`src/inc/ttc_pkg.sv`:
```
// Purpose: Shared constants and types of the thermostat three-wire control block.
// Assumes: System clock of 125 MHz; temperatures are 9-bit two's complement, half-degree LSB.
// Notes: Command codes, configuration field positions, reset values and timing counts.
package ttc_pkg;

  // Serial command codes, shifted in least significant bit first.
  localparam logic [7:0] CMD_READ_TEMP = 8'hAA;
  localparam logic [7:0] CMD_WRITE_UPPER = 8'h01;
  localparam logic [7:0] CMD_WRITE_LOWER = 8'h02;
  localparam logic [7:0] CMD_READ_UPPER = 8'hA1;
  localparam logic [7:0] CMD_READ_LOWER = 8'hA2;
  localparam logic [7:0] CMD_BEGIN_CONV = 8'hEE;
  localparam logic [7:0] CMD_HALT_CONV = 8'h22;
  localparam logic [7:0] CMD_WRITE_CFG = 8'h0C;
  localparam logic [7:0] CMD_READ_CFG = 8'hAC;

  // Lengths of the serial fields in clock cycles.
  localparam logic [4:0] CMD_BITS = 5'h08;
  localparam logic [4:0] WORD_BITS = 5'h09;
  localparam logic [4:0] CFG_BITS = 5'h08;

  // Bit positions inside the configuration/status byte.
  localparam int CFG_DONE_BIT = 7;
  localparam int CFG_UPPER_SEEN_BIT = 6;
  localparam int CFG_LOWER_SEEN_BIT = 5;
  localparam int CFG_HOST_BIT = 1;
  localparam int CFG_SINGLE_BIT = 0;

  // Reset values of the stored settings.
  localparam logic [8:0] UPPER_LIMIT_RST = 9'h000;
  localparam logic [8:0] LOWER_LIMIT_RST = 9'h000;
  localparam logic [8:0] TEMP_RESULT_RST = 9'h000;
  localparam logic HOST_ATTACHED_RST = 1'b1;
  localparam logic SINGLE_CONV_RST = 1'b0;

  // Timing: times in milliseconds, counts in system clock cycles.
  localparam int unsigned CLK_FREQ_KHZ = 125000;
  localparam int unsigned CONV_TIME_MS = 1000;
  localparam int unsigned CONV_CYCLES_DFLT = CONV_TIME_MS * CLK_FREQ_KHZ;
  localparam int unsigned HOLD_TIME_MS = 10;
  localparam int unsigned HOLD_CYCLES_DFLT = HOLD_TIME_MS * CLK_FREQ_KHZ;

  typedef logic signed [8:0] ttc_temp_t;

  typedef struct packed {
    logic sel;
    logic sclk;
    logic dq;
  } ttc_pins_t;

  typedef struct packed {
    logic upper_seen;
    logic lower_seen;
    logic host_attached;
    logic single_conv;
  } ttc_cfg_t;

  typedef enum logic [1:0] {
    XFER_CMD = 2'b00,
    XFER_WRITE = 2'b01,
    XFER_READ = 2'b10,
    XFER_DONE = 2'b11
  } ttc_xfer_t;

  typedef enum logic {
    CONV_IDLE = 1'b0,
    CONV_BUSY = 1'b1
  } ttc_conv_t;

endpackage

```
`src/hw/ttc_pin_sync.sv`:
```
// Purpose: Two-stage synchroniser for the three serial port pins.
// Assumes: Pins are asynchronous to sys_clk.
// Notes: Only the second stage is visible outside.
`timescale 1ns/10ps
module ttc_pin_sync (
  input wire logic sys_clk,
  input wire logic reset,
  input wire ttc_pkg::ttc_pins_t raw,
  output ttc_pkg::ttc_pins_t synced
);

  ttc_pkg::ttc_pins_t stage1;

  always_ff @(posedge sys_clk) begin
    if (reset) begin
      stage1 <= '0;
      synced <= '0;
    end else begin
      stage1 <= raw;
      synced <= stage1;
    end
  end

endmodule

```
`src/hw/ttc_thermostat.sv`:
```
// Purpose: Thermostat control with three-wire serial port and standalone convert pin.
// Assumes: sensor_temp is a 9-bit reading from measurement logic on sys_clk.
`timescale 1ns/10ps
module ttc_thermostat #(
  parameter int unsigned CONV_CYCLES = ttc_pkg::CONV_CYCLES_DFLT,
  parameter int unsigned HOLD_CYCLES = ttc_pkg::HOLD_CYCLES_DFLT
) (
  input wire logic sys_clk,
  input wire logic reset,
  input wire logic transfer_select,
  input wire logic clock_or_convert_pin,
  input wire logic serial_data_in,
  output logic serial_data_out,
  output logic serial_data_oe,
  input wire ttc_pkg::ttc_temp_t sensor_temp,
  output logic conversion_active,
  output logic over_limit_out,
  output logic under_limit_out,
  output logic hysteresis_out
);

  ttc_pkg::ttc_pins_t pins_raw;
  ttc_pkg::ttc_pins_t pins_s;

  assign pins_raw = '{sel: transfer_select, sclk: clock_or_convert_pin, dq: serial_data_in};

  ttc_pin_sync u_sync (
    .sys_clk(sys_clk),
    .reset(reset),
    .raw(pins_raw),
    .synced(pins_s)
  );

  // Reset values in the signed temperature type, declared ahead of their use.
  localparam ttc_pkg::ttc_temp_t UPPER_LIMIT_RST_S = ttc_pkg::UPPER_LIMIT_RST;
  localparam ttc_pkg::ttc_temp_t LOWER_LIMIT_RST_S = ttc_pkg::LOWER_LIMIT_RST;
  localparam ttc_pkg::ttc_temp_t TEMP_RESULT_RST_S = ttc_pkg::TEMP_RESULT_RST;

  // Stored state.
  ttc_pkg::ttc_cfg_t cfg;
  ttc_pkg::ttc_temp_t upper_limit;
  ttc_pkg::ttc_temp_t lower_limit;
  ttc_pkg::ttc_temp_t temp_result;
  ttc_pkg::ttc_xfer_t xfer;
  ttc_pkg::ttc_conv_t conv_state;
  logic sclk_prev;
  logic [4:0] bit_cnt;
  logic [4:0] data_len;
  logic [7:0] cmd_reg;
  logic [8:0] rx;
  logic [8:0] tx;
  logic cont_run;
  logic [31:0] conv_cnt;
  logic [31:0] low_cnt;

  // Edge detection on the synchronised clock pin.
  wire sel = pins_s.sel;
  wire sclk = pins_s.sclk;
  wire sclk_rise = sel & sclk & ~sclk_prev;
  wire sclk_fall = sel & ~sclk & sclk_prev;

  always_ff @(posedge sys_clk) begin
    if (reset) begin
      sclk_prev <= 1'b1;
    end else begin
      sclk_prev <= sclk;
    end
  end

  // Serial receive path: each bit enters at the top, so the first bit ends lowest.
  wire [8:0] shifted_rx = {pins_s.dq, rx[8:1]};
  wire [4:0] bits_after = bit_cnt + 5'h01;
  wire [7:0] cmd_code = shifted_rx[8:1];
  wire cmd_done = (xfer == ttc_pkg::XFER_CMD) && sclk_rise && (bits_after == ttc_pkg::CMD_BITS);
  wire write_done = (xfer == ttc_pkg::XFER_WRITE) && sclk_rise && (bits_after == data_len);

  // Command decode.
  wire code_wr_upper = (cmd_code == ttc_pkg::CMD_WRITE_UPPER);
  wire code_wr_lower = (cmd_code == ttc_pkg::CMD_WRITE_LOWER);
  wire code_wr_cfg = (cmd_code == ttc_pkg::CMD_WRITE_CFG);
  wire code_rd_temp = (cmd_code == ttc_pkg::CMD_READ_TEMP);
  wire code_rd_upper = (cmd_code == ttc_pkg::CMD_READ_UPPER);
  wire code_rd_lower = (cmd_code == ttc_pkg::CMD_READ_LOWER);
  wire code_rd_cfg = (cmd_code == ttc_pkg::CMD_READ_CFG);
  wire code_is_write = code_wr_upper | code_wr_lower | code_wr_cfg;
  wire code_is_read = code_rd_temp | code_rd_upper | code_rd_lower | code_rd_cfg;
  wire begin_cmd = cmd_done & (cmd_code == ttc_pkg::CMD_BEGIN_CONV);
  wire halt_cmd = cmd_done & (cmd_code == ttc_pkg::CMD_HALT_CONV);

  // Status byte as seen by the host.
  logic [7:0] cfg_byte;

  always_comb begin
    cfg_byte = 8'h00;
    cfg_byte[ttc_pkg::CFG_DONE_BIT] = (conv_state == ttc_pkg::CONV_IDLE);
    cfg_byte[ttc_pkg::CFG_UPPER_SEEN_BIT] = cfg.upper_seen;
    cfg_byte[ttc_pkg::CFG_LOWER_SEEN_BIT] = cfg.lower_seen;
    cfg_byte[ttc_pkg::CFG_HOST_BIT] = cfg.host_attached;
    cfg_byte[ttc_pkg::CFG_SINGLE_BIT] = cfg.single_conv;
  end

  // Word loaded into the transmit register when a read command completes.
  wire [8:0] read_word = code_rd_temp ? temp_result :
                         code_rd_upper ? upper_limit :
                         code_rd_lower ? lower_limit :
                         {1'b0, cfg_byte};

  // Value collected by a write: a 9-bit limit or an 8-bit configuration byte.
  wire [8:0] write_word = (data_len == ttc_pkg::WORD_BITS) ? shifted_rx : {1'b0, shifted_rx[8:1]};
  wire wr_upper = write_done & (cmd_reg == ttc_pkg::CMD_WRITE_UPPER);
  wire wr_lower = write_done & (cmd_reg == ttc_pkg::CMD_WRITE_LOWER);
  wire wr_cfg = write_done & (cmd_reg == ttc_pkg::CMD_WRITE_CFG);

  // Transfer sequencer. Select low aborts the transfer in progress and floats the line.
  always_ff @(posedge sys_clk) begin
    if (reset || !sel) begin
      xfer <= ttc_pkg::XFER_CMD;
      bit_cnt <= 5'h00;
      data_len <= ttc_pkg::WORD_BITS;
      cmd_reg <= 8'h00;
      rx <= 9'h000;
      tx <= 9'h000;
      serial_data_out <= 1'b0;
      serial_data_oe <= 1'b0;
    end else begin
      unique case (xfer)
        ttc_pkg::XFER_CMD: begin
          if (sclk_rise) begin
            rx <= shifted_rx;
            bit_cnt <= bits_after;
          end
          if (cmd_done) begin
            bit_cnt <= 5'h00;
            cmd_reg <= cmd_code;
            tx <= read_word;
            data_len <= code_wr_cfg ? ttc_pkg::CFG_BITS : ttc_pkg::WORD_BITS;
            if (code_is_write) begin
              xfer <= ttc_pkg::XFER_WRITE;
            end else if (code_is_read) begin
              xfer <= ttc_pkg::XFER_READ;
            end else begin
              xfer <= ttc_pkg::XFER_DONE;
            end
          end
        end
        ttc_pkg::XFER_WRITE: begin
          if (sclk_rise) begin
            rx <= shifted_rx;
            bit_cnt <= bits_after;
          end
          if (write_done) begin
            xfer <= ttc_pkg::XFER_DONE;
          end
        end
        ttc_pkg::XFER_READ: begin
          if (sclk_fall) begin
            serial_data_out <= tx[0];
            tx <= {1'b0, tx[8:1]};
            serial_data_oe <= 1'b1;
          end else if (sclk_rise) begin
            serial_data_oe <= 1'b0;
          end
        end
        ttc_pkg::XFER_DONE: begin
          serial_data_oe <= 1'b0;
        end
      endcase
    end
  end

  // Limit registers, 9-bit two's complement.
  always_ff @(posedge sys_clk) begin
    if (reset) begin
      upper_limit <= UPPER_LIMIT_RST_S;
      lower_limit <= LOWER_LIMIT_RST_S;
    end else begin
      if (wr_upper) begin
        upper_limit <= ttc_pkg::ttc_temp_t'(write_word);
      end
      if (wr_lower) begin
        lower_limit <= ttc_pkg::ttc_temp_t'(write_word);
      end
    end
  end

  // Standalone conversion pin: active only with no host and select low.
  wire standalone = ~cfg.host_attached & ~sel;
  wire pin_fall = standalone & sclk_prev & ~sclk;
  wire held_long = standalone & ~sclk & (low_cnt >= HOLD_CYCLES);

  always_ff @(posedge sys_clk) begin
    if (reset || !standalone || sclk) begin
      low_cnt <= 32'h00000000;
    end else if (low_cnt < HOLD_CYCLES) begin
      low_cnt <= low_cnt + 32'h00000001;
    end
  end

  // Continuous run request from the serial commands.
  always_ff @(posedge sys_clk) begin
    if (reset) begin
      cont_run <= 1'b0;
    end else if (halt_cmd) begin
      cont_run <= 1'b0;
    end else if (begin_cmd) begin
      cont_run <= ~cfg.single_conv;
    end
  end

  // Conversion timer.
  wire start_req = begin_cmd | pin_fall;
  wire conv_end = (conv_state == ttc_pkg::CONV_BUSY) && (conv_cnt == CONV_CYCLES - 32'h00000001);
  wire conv_again = (cont_run & ~halt_cmd) | held_long;

  always_ff @(posedge sys_clk) begin
    if (reset) begin
      conv_state <= ttc_pkg::CONV_IDLE;
      conv_cnt <= 32'h00000000;
    end else begin
      unique case (conv_state)
        ttc_pkg::CONV_IDLE: begin
          conv_cnt <= 32'h00000000;
          if (start_req || held_long) begin
            conv_state <= ttc_pkg::CONV_BUSY;
          end
        end
        ttc_pkg::CONV_BUSY: begin
          if (conv_end) begin
            conv_cnt <= 32'h00000000;
            if (!conv_again) begin
              conv_state <= ttc_pkg::CONV_IDLE;
            end
          end else begin
            conv_cnt <= conv_cnt + 32'h00000001;
          end
        end
      endcase
    end
  end

  assign conversion_active = (conv_state == ttc_pkg::CONV_BUSY);

  // Comparisons against the limits, applied only at conversion completion.
  wire at_or_above = (sensor_temp >= upper_limit);
  wire at_or_below = (sensor_temp <= lower_limit);

  always_ff @(posedge sys_clk) begin
    if (reset) begin
      temp_result <= TEMP_RESULT_RST_S;
      over_limit_out <= 1'b0;
      under_limit_out <= 1'b0;
      hysteresis_out <= 1'b0;
    end else if (conv_end) begin
      temp_result <= sensor_temp;
      over_limit_out <= at_or_above;
      under_limit_out <= at_or_below;
      if (at_or_above) begin
        hysteresis_out <= 1'b1;
      end else if (at_or_below) begin
        hysteresis_out <= 1'b0;
      end
    end
  end

  // Configuration register. A flag event in the same cycle as a clearing write wins.
  wire set_upper = conv_end & at_or_above;
  wire set_lower = conv_end & at_or_below;

  always_ff @(posedge sys_clk) begin
    if (reset) begin
      cfg.upper_seen <= 1'b0;
      cfg.lower_seen <= 1'b0;
      cfg.host_attached <= ttc_pkg::HOST_ATTACHED_RST;
      cfg.single_conv <= ttc_pkg::SINGLE_CONV_RST;
    end else begin
      if (set_upper) begin
        cfg.upper_seen <= 1'b1;
      end else if (wr_cfg) begin
        cfg.upper_seen <= write_word[ttc_pkg::CFG_UPPER_SEEN_BIT];
      end
      if (set_lower) begin
        cfg.lower_seen <= 1'b1;
      end else if (wr_cfg) begin
        cfg.lower_seen <= write_word[ttc_pkg::CFG_LOWER_SEEN_BIT];
      end
      if (wr_cfg) begin
        cfg.host_attached <= write_word[ttc_pkg::CFG_HOST_BIT];
        cfg.single_conv <= write_word[ttc_pkg::CFG_SINGLE_BIT];
      end
    end
  end

endmodule

```
`config.mk`:
```
export PLATFORM = sky130hd
export DESIGN_NAME = ttc_thermostat
export DESIGN_NICKNAME = d
export VERILOG_FILES = /design/src/inc/ttc_pkg.sv /design/src/hw/ttc_pin_sync.sv /design/src/hw/ttc_thermostat.sv
export SDC_FILE = /design/constraint.sdc
export NUM_CORES = 1
export LEC_CHECK = 0
export BUFFER_PORTS_ARGS = -buffer_cell sky130_fd_sc_hd__buf_2
export CAP_MARGIN = 5
export CORE_MARGIN = 5
export CORE_UTILIZATION = 26
export CTS_CLUSTER_DIAMETER = 100
export DETAILED_ROUTE_END_ITERATION = 16
export GPL_TIMING_DRIVEN = 0
export PLACE_DENSITY = 0.42
export SLEW_MARGIN = 10
export SYNTH_ARGS = -nofsm -noshare
export SYNTH_HDL_FRONTEND = slang
export SYNTH_SLANG_ARGS = --single-unit
```
`constraint.sdc`:
```
create_clock -name sys_clk -period 4.2 [get_ports sys_clk]
set_input_delay 0.42 -clock sys_clk [delete_from_list [all_inputs] [get_ports sys_clk]]
set_output_delay 0.42 -clock sys_clk [all_outputs]
set_load 0.02 [all_outputs]
```
Word level (Yosys, flattened, before mapping)
Cells that the tools add are included.
- register bits: 147
- bits of input ports: 14
- output and inout bits: 6
- add/sub/neg operators: 3
- order comparisons: 4
- equality and inequality tests: 23
- muxes and demuxes: 31
- bitwise logic cells: 31
- reductions and logical operators: 27
- operator list (operator ; count):
    adder 32 x 1 -> 32 bit, second input constant ; 2
    case mux 32 bit (2 select lines) ; 1
    2-to-1 mux 9 bit ; 6
    equality test 8 bit, second input constant ; 5
    equality test 32 x 27 -> 1 bit, second input constant ; 1
    greater-or-equal comparator 32 x 21 -> 1 bit, second input constant ; 1
    less-than comparator 32 x 21 -> 1 bit, second input constant ; 1
    2-to-1 mux 32 bit ; 1
    case mux 9 bit (2 select lines) ; 1
    bitwise AND 1 bit ; 17
    equality test 8 x 1 -> 1 bit, second input constant ; 2
    equality test 8 x 2 -> 1 bit, second input constant ; 2
    equality test 8 x 4 -> 1 bit, second input constant ; 2
    2-to-1 mux 1 bit ; 13
    nonzero test 2 bit ; 6
    equality test 5 x 4 -> 1 bit, second input constant ; 2
    2-to-1 mux 5 bit ; 2
    case mux 5 bit (2 select lines) ; 1
    AND reduction 2 bit ; 5
    greater-or-equal comparator 9 bit ; 1
    less-or-equal comparator 9 bit ; 1
    equality test 8 x 6 -> 1 bit, second input constant ; 1
    NOT 1 bit ; 7
    bitwise OR 1 bit ; 7
    15 further kinds ; 31

Depth between registers and ports, before layout
- word-level depth: 11
- mapped depth: 8
- depth with buffers taken out: 7

Modules after synthesis
Synthesis repeated with hierarchy kept, for this count alone.
- cells, all modules: 779
- area, all modules: 6782.8 µm²
- by module, submodules not included (module ; times used ; cells an instance ; area each (µm²)):
    ttc_thermostat ; 1 ; 767 ; 6625.1
    ttc_pin_sync ; 1 ; 12 ; 157.7

Least setup slack after synthesis
OpenSTA, ideal clock, no wires.
- path type: register -> register
- start point: register bit_cnt[0]
- end point: register lower_limit[5]
- library setup time: 0.128 ns
- data arrival time: 2.080 ns
- required time: 4.072 ns
- setup slack: 1.992 ns
- cell stages (with the launch flop): 8
- buffers on the path: 1
- period minus slack after synthesis: 2.208 ns
- cell sequence: dfxtp_1 ha_1 or4b_1 o41a_2 a2111oi_4 buf_6 mux2i_1 nor2_1
- longest elaborated chain between the ends: 4
- RTL lines (what ; line ; RTL):
    from (decl) ; ttc_thermostat.sv:47 ; logic [4:0] bit_cnt;
    from (signal assigned) ; ttc_thermostat.sv:130 ; bit_cnt <= bits_after;
    from (signal assigned) ; ttc_thermostat.sv:149 ; bit_cnt <= bits_after;
    adder 5 x 1 -> 5 bit ; ttc_thermostat.sv:72 ; wire [4:0] bits_after = bit_cnt + 5'h01;
    equality test 5 bit ; ttc_thermostat.sv:75 ; wire write_done = (xfer == ttc_pkg::XFER_WRITE) && sclk_rise && (bits_after == data_len);
    logical AND 1 bit ; ttc_thermostat.sv:75 ;
    bitwise AND 1 bit ; ttc_thermostat.sv:111 ; wire wr_lower = write_done & (cmd_reg == ttc_pkg::CMD_WRITE_LOWER);
    to (signal assigned) ; ttc_thermostat.sv:181 ; lower_limit <= ttc_pkg::ttc_temp_t'(write_word);
    to (decl) ; ttc_thermostat.sv:42 ; ttc_pkg::ttc_temp_t lower_limit;
No other way between the ends.
A chain may end at the register's enable or synchronous reset.

Worst setup path in the final report
Same ends and word-level chain as after synthesis.

==> run_results.csv <==
group,metric,value,unit
floorplan,die_w,172,µm
cts,cts.sinks,142,
cts,cts-resized-gates,0,
sta,maxSlewHeadroom,0.444,
synthesis,synth_top_family_by_area,"simple AND/OR/NAND/NOR gates",
floorplan,initial_core_util,0.263,
sta,fmax,0.400,GHz
synthesis,synth-compound-area-share,0.144,
floorplan,ios,20,
drt,first_pass_iters,4,
drt,met1_length,9.09,mm
cts,clk_pin_slew,0.07,ns
grt,grt_max_degree,17,
cts,htreeDepth,4,
grt,overflow,0,
layout,final_net_count,884,
layout,drive_above_1_share,0.0919,
drt,wl_met3,516,µm
synthesis,async_flop_share,0,
sta,finClkSkew,0.0180,ns
power,power_density,371,mW/mm²
drt,route.detailed.drc,0,
sta,setup_viol,0,
drt,wl_per_cell,15.2,µm
drt,via_count,5724,
cts,cts_buffers,17,
worst_hold_path,min_delay_path_depth,2,
drt,viasPerCell,4.79,
power,p_int,2.32,mW
placement,dp_hpwl,13.3,mm
floorplan,die_area,0.0298,mm²
synthesis,synth_area,0.00687,mm²
synthesis,syn_avg_cell_area,8.49,µm²
cts,clk_latency,0.44,ns
cts,max-clock-path-buffers,2,
critical_path,r2r_setup_slack,1.70,ns
layout,nFillCells,2796,
power,pwr-share-seq,0.456,
power,switching_share,0.218,
synthesis,yosysSeqAreaShare,0.414,
layout,syn_to_final_growth,16.3,%
power,switchingPower,0.645,mW
synthesis,ys_types,61,
critical_path,crit_path_max_fanout,10,
cts,cts-root-buf,"clkbuf_16",
synthesis,ys_ff_latch,142,
synthesis,syn_nets,846,
grt,grt_pass1_vias,5594,
sta,maxSlewViolCount,0,
sta,hold_ws,0.193,ns
power,p_leak,2.61,nW
sta,period_share,0.596,
grt,grt_usage,0.128,
layout,reg.largest.list,"conv_cnt x32, low_cnt x32",
drt,ant_nets,0,
synthesis,synth_edf_count,0,
floorplan,coreArea,0.0261,mm²
drt,routed_wl,18.2,mm
synthesis,synth_xor_area_frac,0.0510,
power,clkPwrFrac,0.527,
synthesis,synth_top_area_cell,"dfxtp_1",
critical_path,r2r_cells,7,
placement,io_buffer_count,19,
floorplan,num_rows,59,
drt,met2_length,8.27,mm
sta,rsz0062_at_grt,"no",
critical_path,startpoint_type,"register",
synthesis,yosys.area_share.adder,0.0419,
sta,setup_tns,0,ns
synthesis,synth_top_area_share,0.414,
synthesis,yosys.area_share.simple,0.260,
synthesis,synth_mux_area_frac,0.0445,
layout,n_antenna_cell,0,
synthesis,ys.flop_type,"dfxtp_1",
placement,gp_congestion,0.753,
grt,grt_pass1_wl,30.2,mm
power,peakVddDrop,0.000257,V
critical_path,required,4.50,ns
floorplan,fp.dieH,172,µm
job,drv_cap,0,
sta,period_minus_slack,2.50,ns
synthesis,synth_area_leaders,"dfxtp_1 41%, nand2_1 5.2%, a21oi_1 4.9%, nor2_1 4.2%, ha_1 4.2%",
worst_hold_path,min_path_type,"in2reg",
critical_path,crit_type,"reg2reg",
cts,postCtsHoldBufs,0,
power,pwr-share-comb,0.017,
drt,drt-initial-drc-count,326,
critical_path,critPathArrivalTime,2.80,ns
cts,cts_tree,"built",
sta,worstMarginPinSlew,0.820,ns
outcome,outcome,"finished clean",
cts,postCtsSetupBuffers,0,
drt,highest_layer,"met4",
critical_path,worstSetupEndpointType,"register",
synthesis,synthCells,809,
sta,hold_violations,0,
synthesis,yosys_warnings,0,
grt,antenna_found_initial,0,
## power by group through the flow
| stage | combinational (mW) | sequential [mW] | clock (mW) |
|---|---|---|---|
| floorplan | 0.0300 | 1.38 | 0 |
| global placement | 0.0525 | 1.38 | 0 |
| detailed placement | 0.0525 | 1.38 | 0 |
| CTS | 0.0528 | 1.35 | 1.61 |
| global route | 0.0595 | 1.35 | 1.68 |
| finish | 0.0515 | 1.35 | 1.56 |
## cells in the final DEF (no fill, tap or decap), types with 9 or more instances in the layout
cell / Yosys / final
nor2_1: 77 / 77
nor4_1: 11 / 11
a21oi_1: 67 / 67
buf_2: 5 / 24
o31ai_1: 9 / 9
o22ai_1: 11 / 11
nor2b_1: 10 / 10
nand2b_1: 11 / 11
and4_1: 10 / 10
or4_1: 9 / 9
clkbuf_1: 33 / 34
inv_1: 35 / 35
xor2_1: 15 / 15
o21ai_0: 11 / 11
nand4_1: 15 / 15
nor3_1: 14 / 14
ha_1: 23 / 23
mux2i_1: 26 / 26
and3_1: 14 / 14
and2_1: 19 / 19
nand2_1: 95 / 95
nand3_1: 35 / 35
dfxtp_1: 142 / 142
clkbuf_16: 0 / 17
xnor2_1: 25 / 25
## synthesized netlist by cell type (11+ instances only)
| cell | n |
|---|---|
| a21oi_1 | 67 |
| and2_1 | 19 |
| and3_1 | 14 |
| clkbuf_1 | 33 |
| dfxtp_1 | 142 |
| ha_1 | 23 |
| inv_1 | 35 |
| mux2i_1 | 26 |
| nand2_1 | 95 |
| nand2b_1 | 11 |
| nand3_1 | 35 |
| nand4_1 | 15 |
| nor2_1 | 77 |
| nor3_1 | 14 |
| nor4_1 | 11 |
| o21ai_0 | 11 |
| o22ai_1 | 11 |
| xnor2_1 | 25 |
| xor2_1 | 15 |
## path summary, 6_finish.rpt
path,startpoint,to
min,clock_or_convert_pin,u_sync.stage1[1]$_SDFF_PP0_
max reg2reg,bit_cnt[0]$_SDFFE_PP0N_,lower_limit[5]$_SDFFE_PP0P_
min reg2reg,u_sync.stage1[2]$_SDFF_PP0_,u_sync.synced[2]$_SDFF_PP0_
max,bit_cnt[0]$_SDFFE_PP0N_,lower_limit[5]$_SDFFE_PP0P_
## layer usage
layer,up-vias,track usage
met1,2711,0.175
met5,-,0
met2,54,0.199
met3,16,0.0336
met4,0,0.0390
li1,2943,-
## cell families (layout without fill, tap and decap cells)
logic type	after synthesis	in the layout
flip-flops	142	142
AO/OA/AOI/OAI	148	148
multiplexers	30	30
adder cells (fa/ha/maj)	23	23
buffers and inverters	76	127
XOR/XNOR	40	40
AND/OR/NAND/NOR	350	350
## worst max-delay path, stage by stage, from the launching register on
cell and delay (ns):
dfxtp_1 0.36, ha_1 0.26, or4b_1 0.48, o41a_2 0.21
a2111oi_4 0.58, buf_6 0.24, mux2i_1 0.19, nor2_1 0.05
## metrics by stage
step	cell area [µm²]	cells	utilization	total power, mW	worst slack [ns]
final	7990	1195	0.306	2.97	1.70
after global routing	7990	1195	0.306	3.10	1.49
after CTS	7990	1195	0.306	3.02	1.69
after detailed placement	7380	1163	0.283	1.44	1.72
after global placement	7380	1163	0.283	1.44	1.71
after floorplan	6870	809	-	1.41	1.99
## final cells by class
type / count / area (µm²) / share of cell area
Clock inverter: 13 / 164 / 0.0205
Multi-Input combinational cell: 591 / 3720 / 0.466
Timing Repair Buffer: 19 / 95.1 / 0.0119
Buffer: 41 / 171 / 0.0215
Tap cell: 335 / 419 / 0.0525
Sequential cell: 142 / 2840 / 0.356
Clock buffer: 19 / 443 / 0.0555
Inverter: 35 / 131 / 0.0164
No activity file was read; power rests on OpenSTA's default activity.
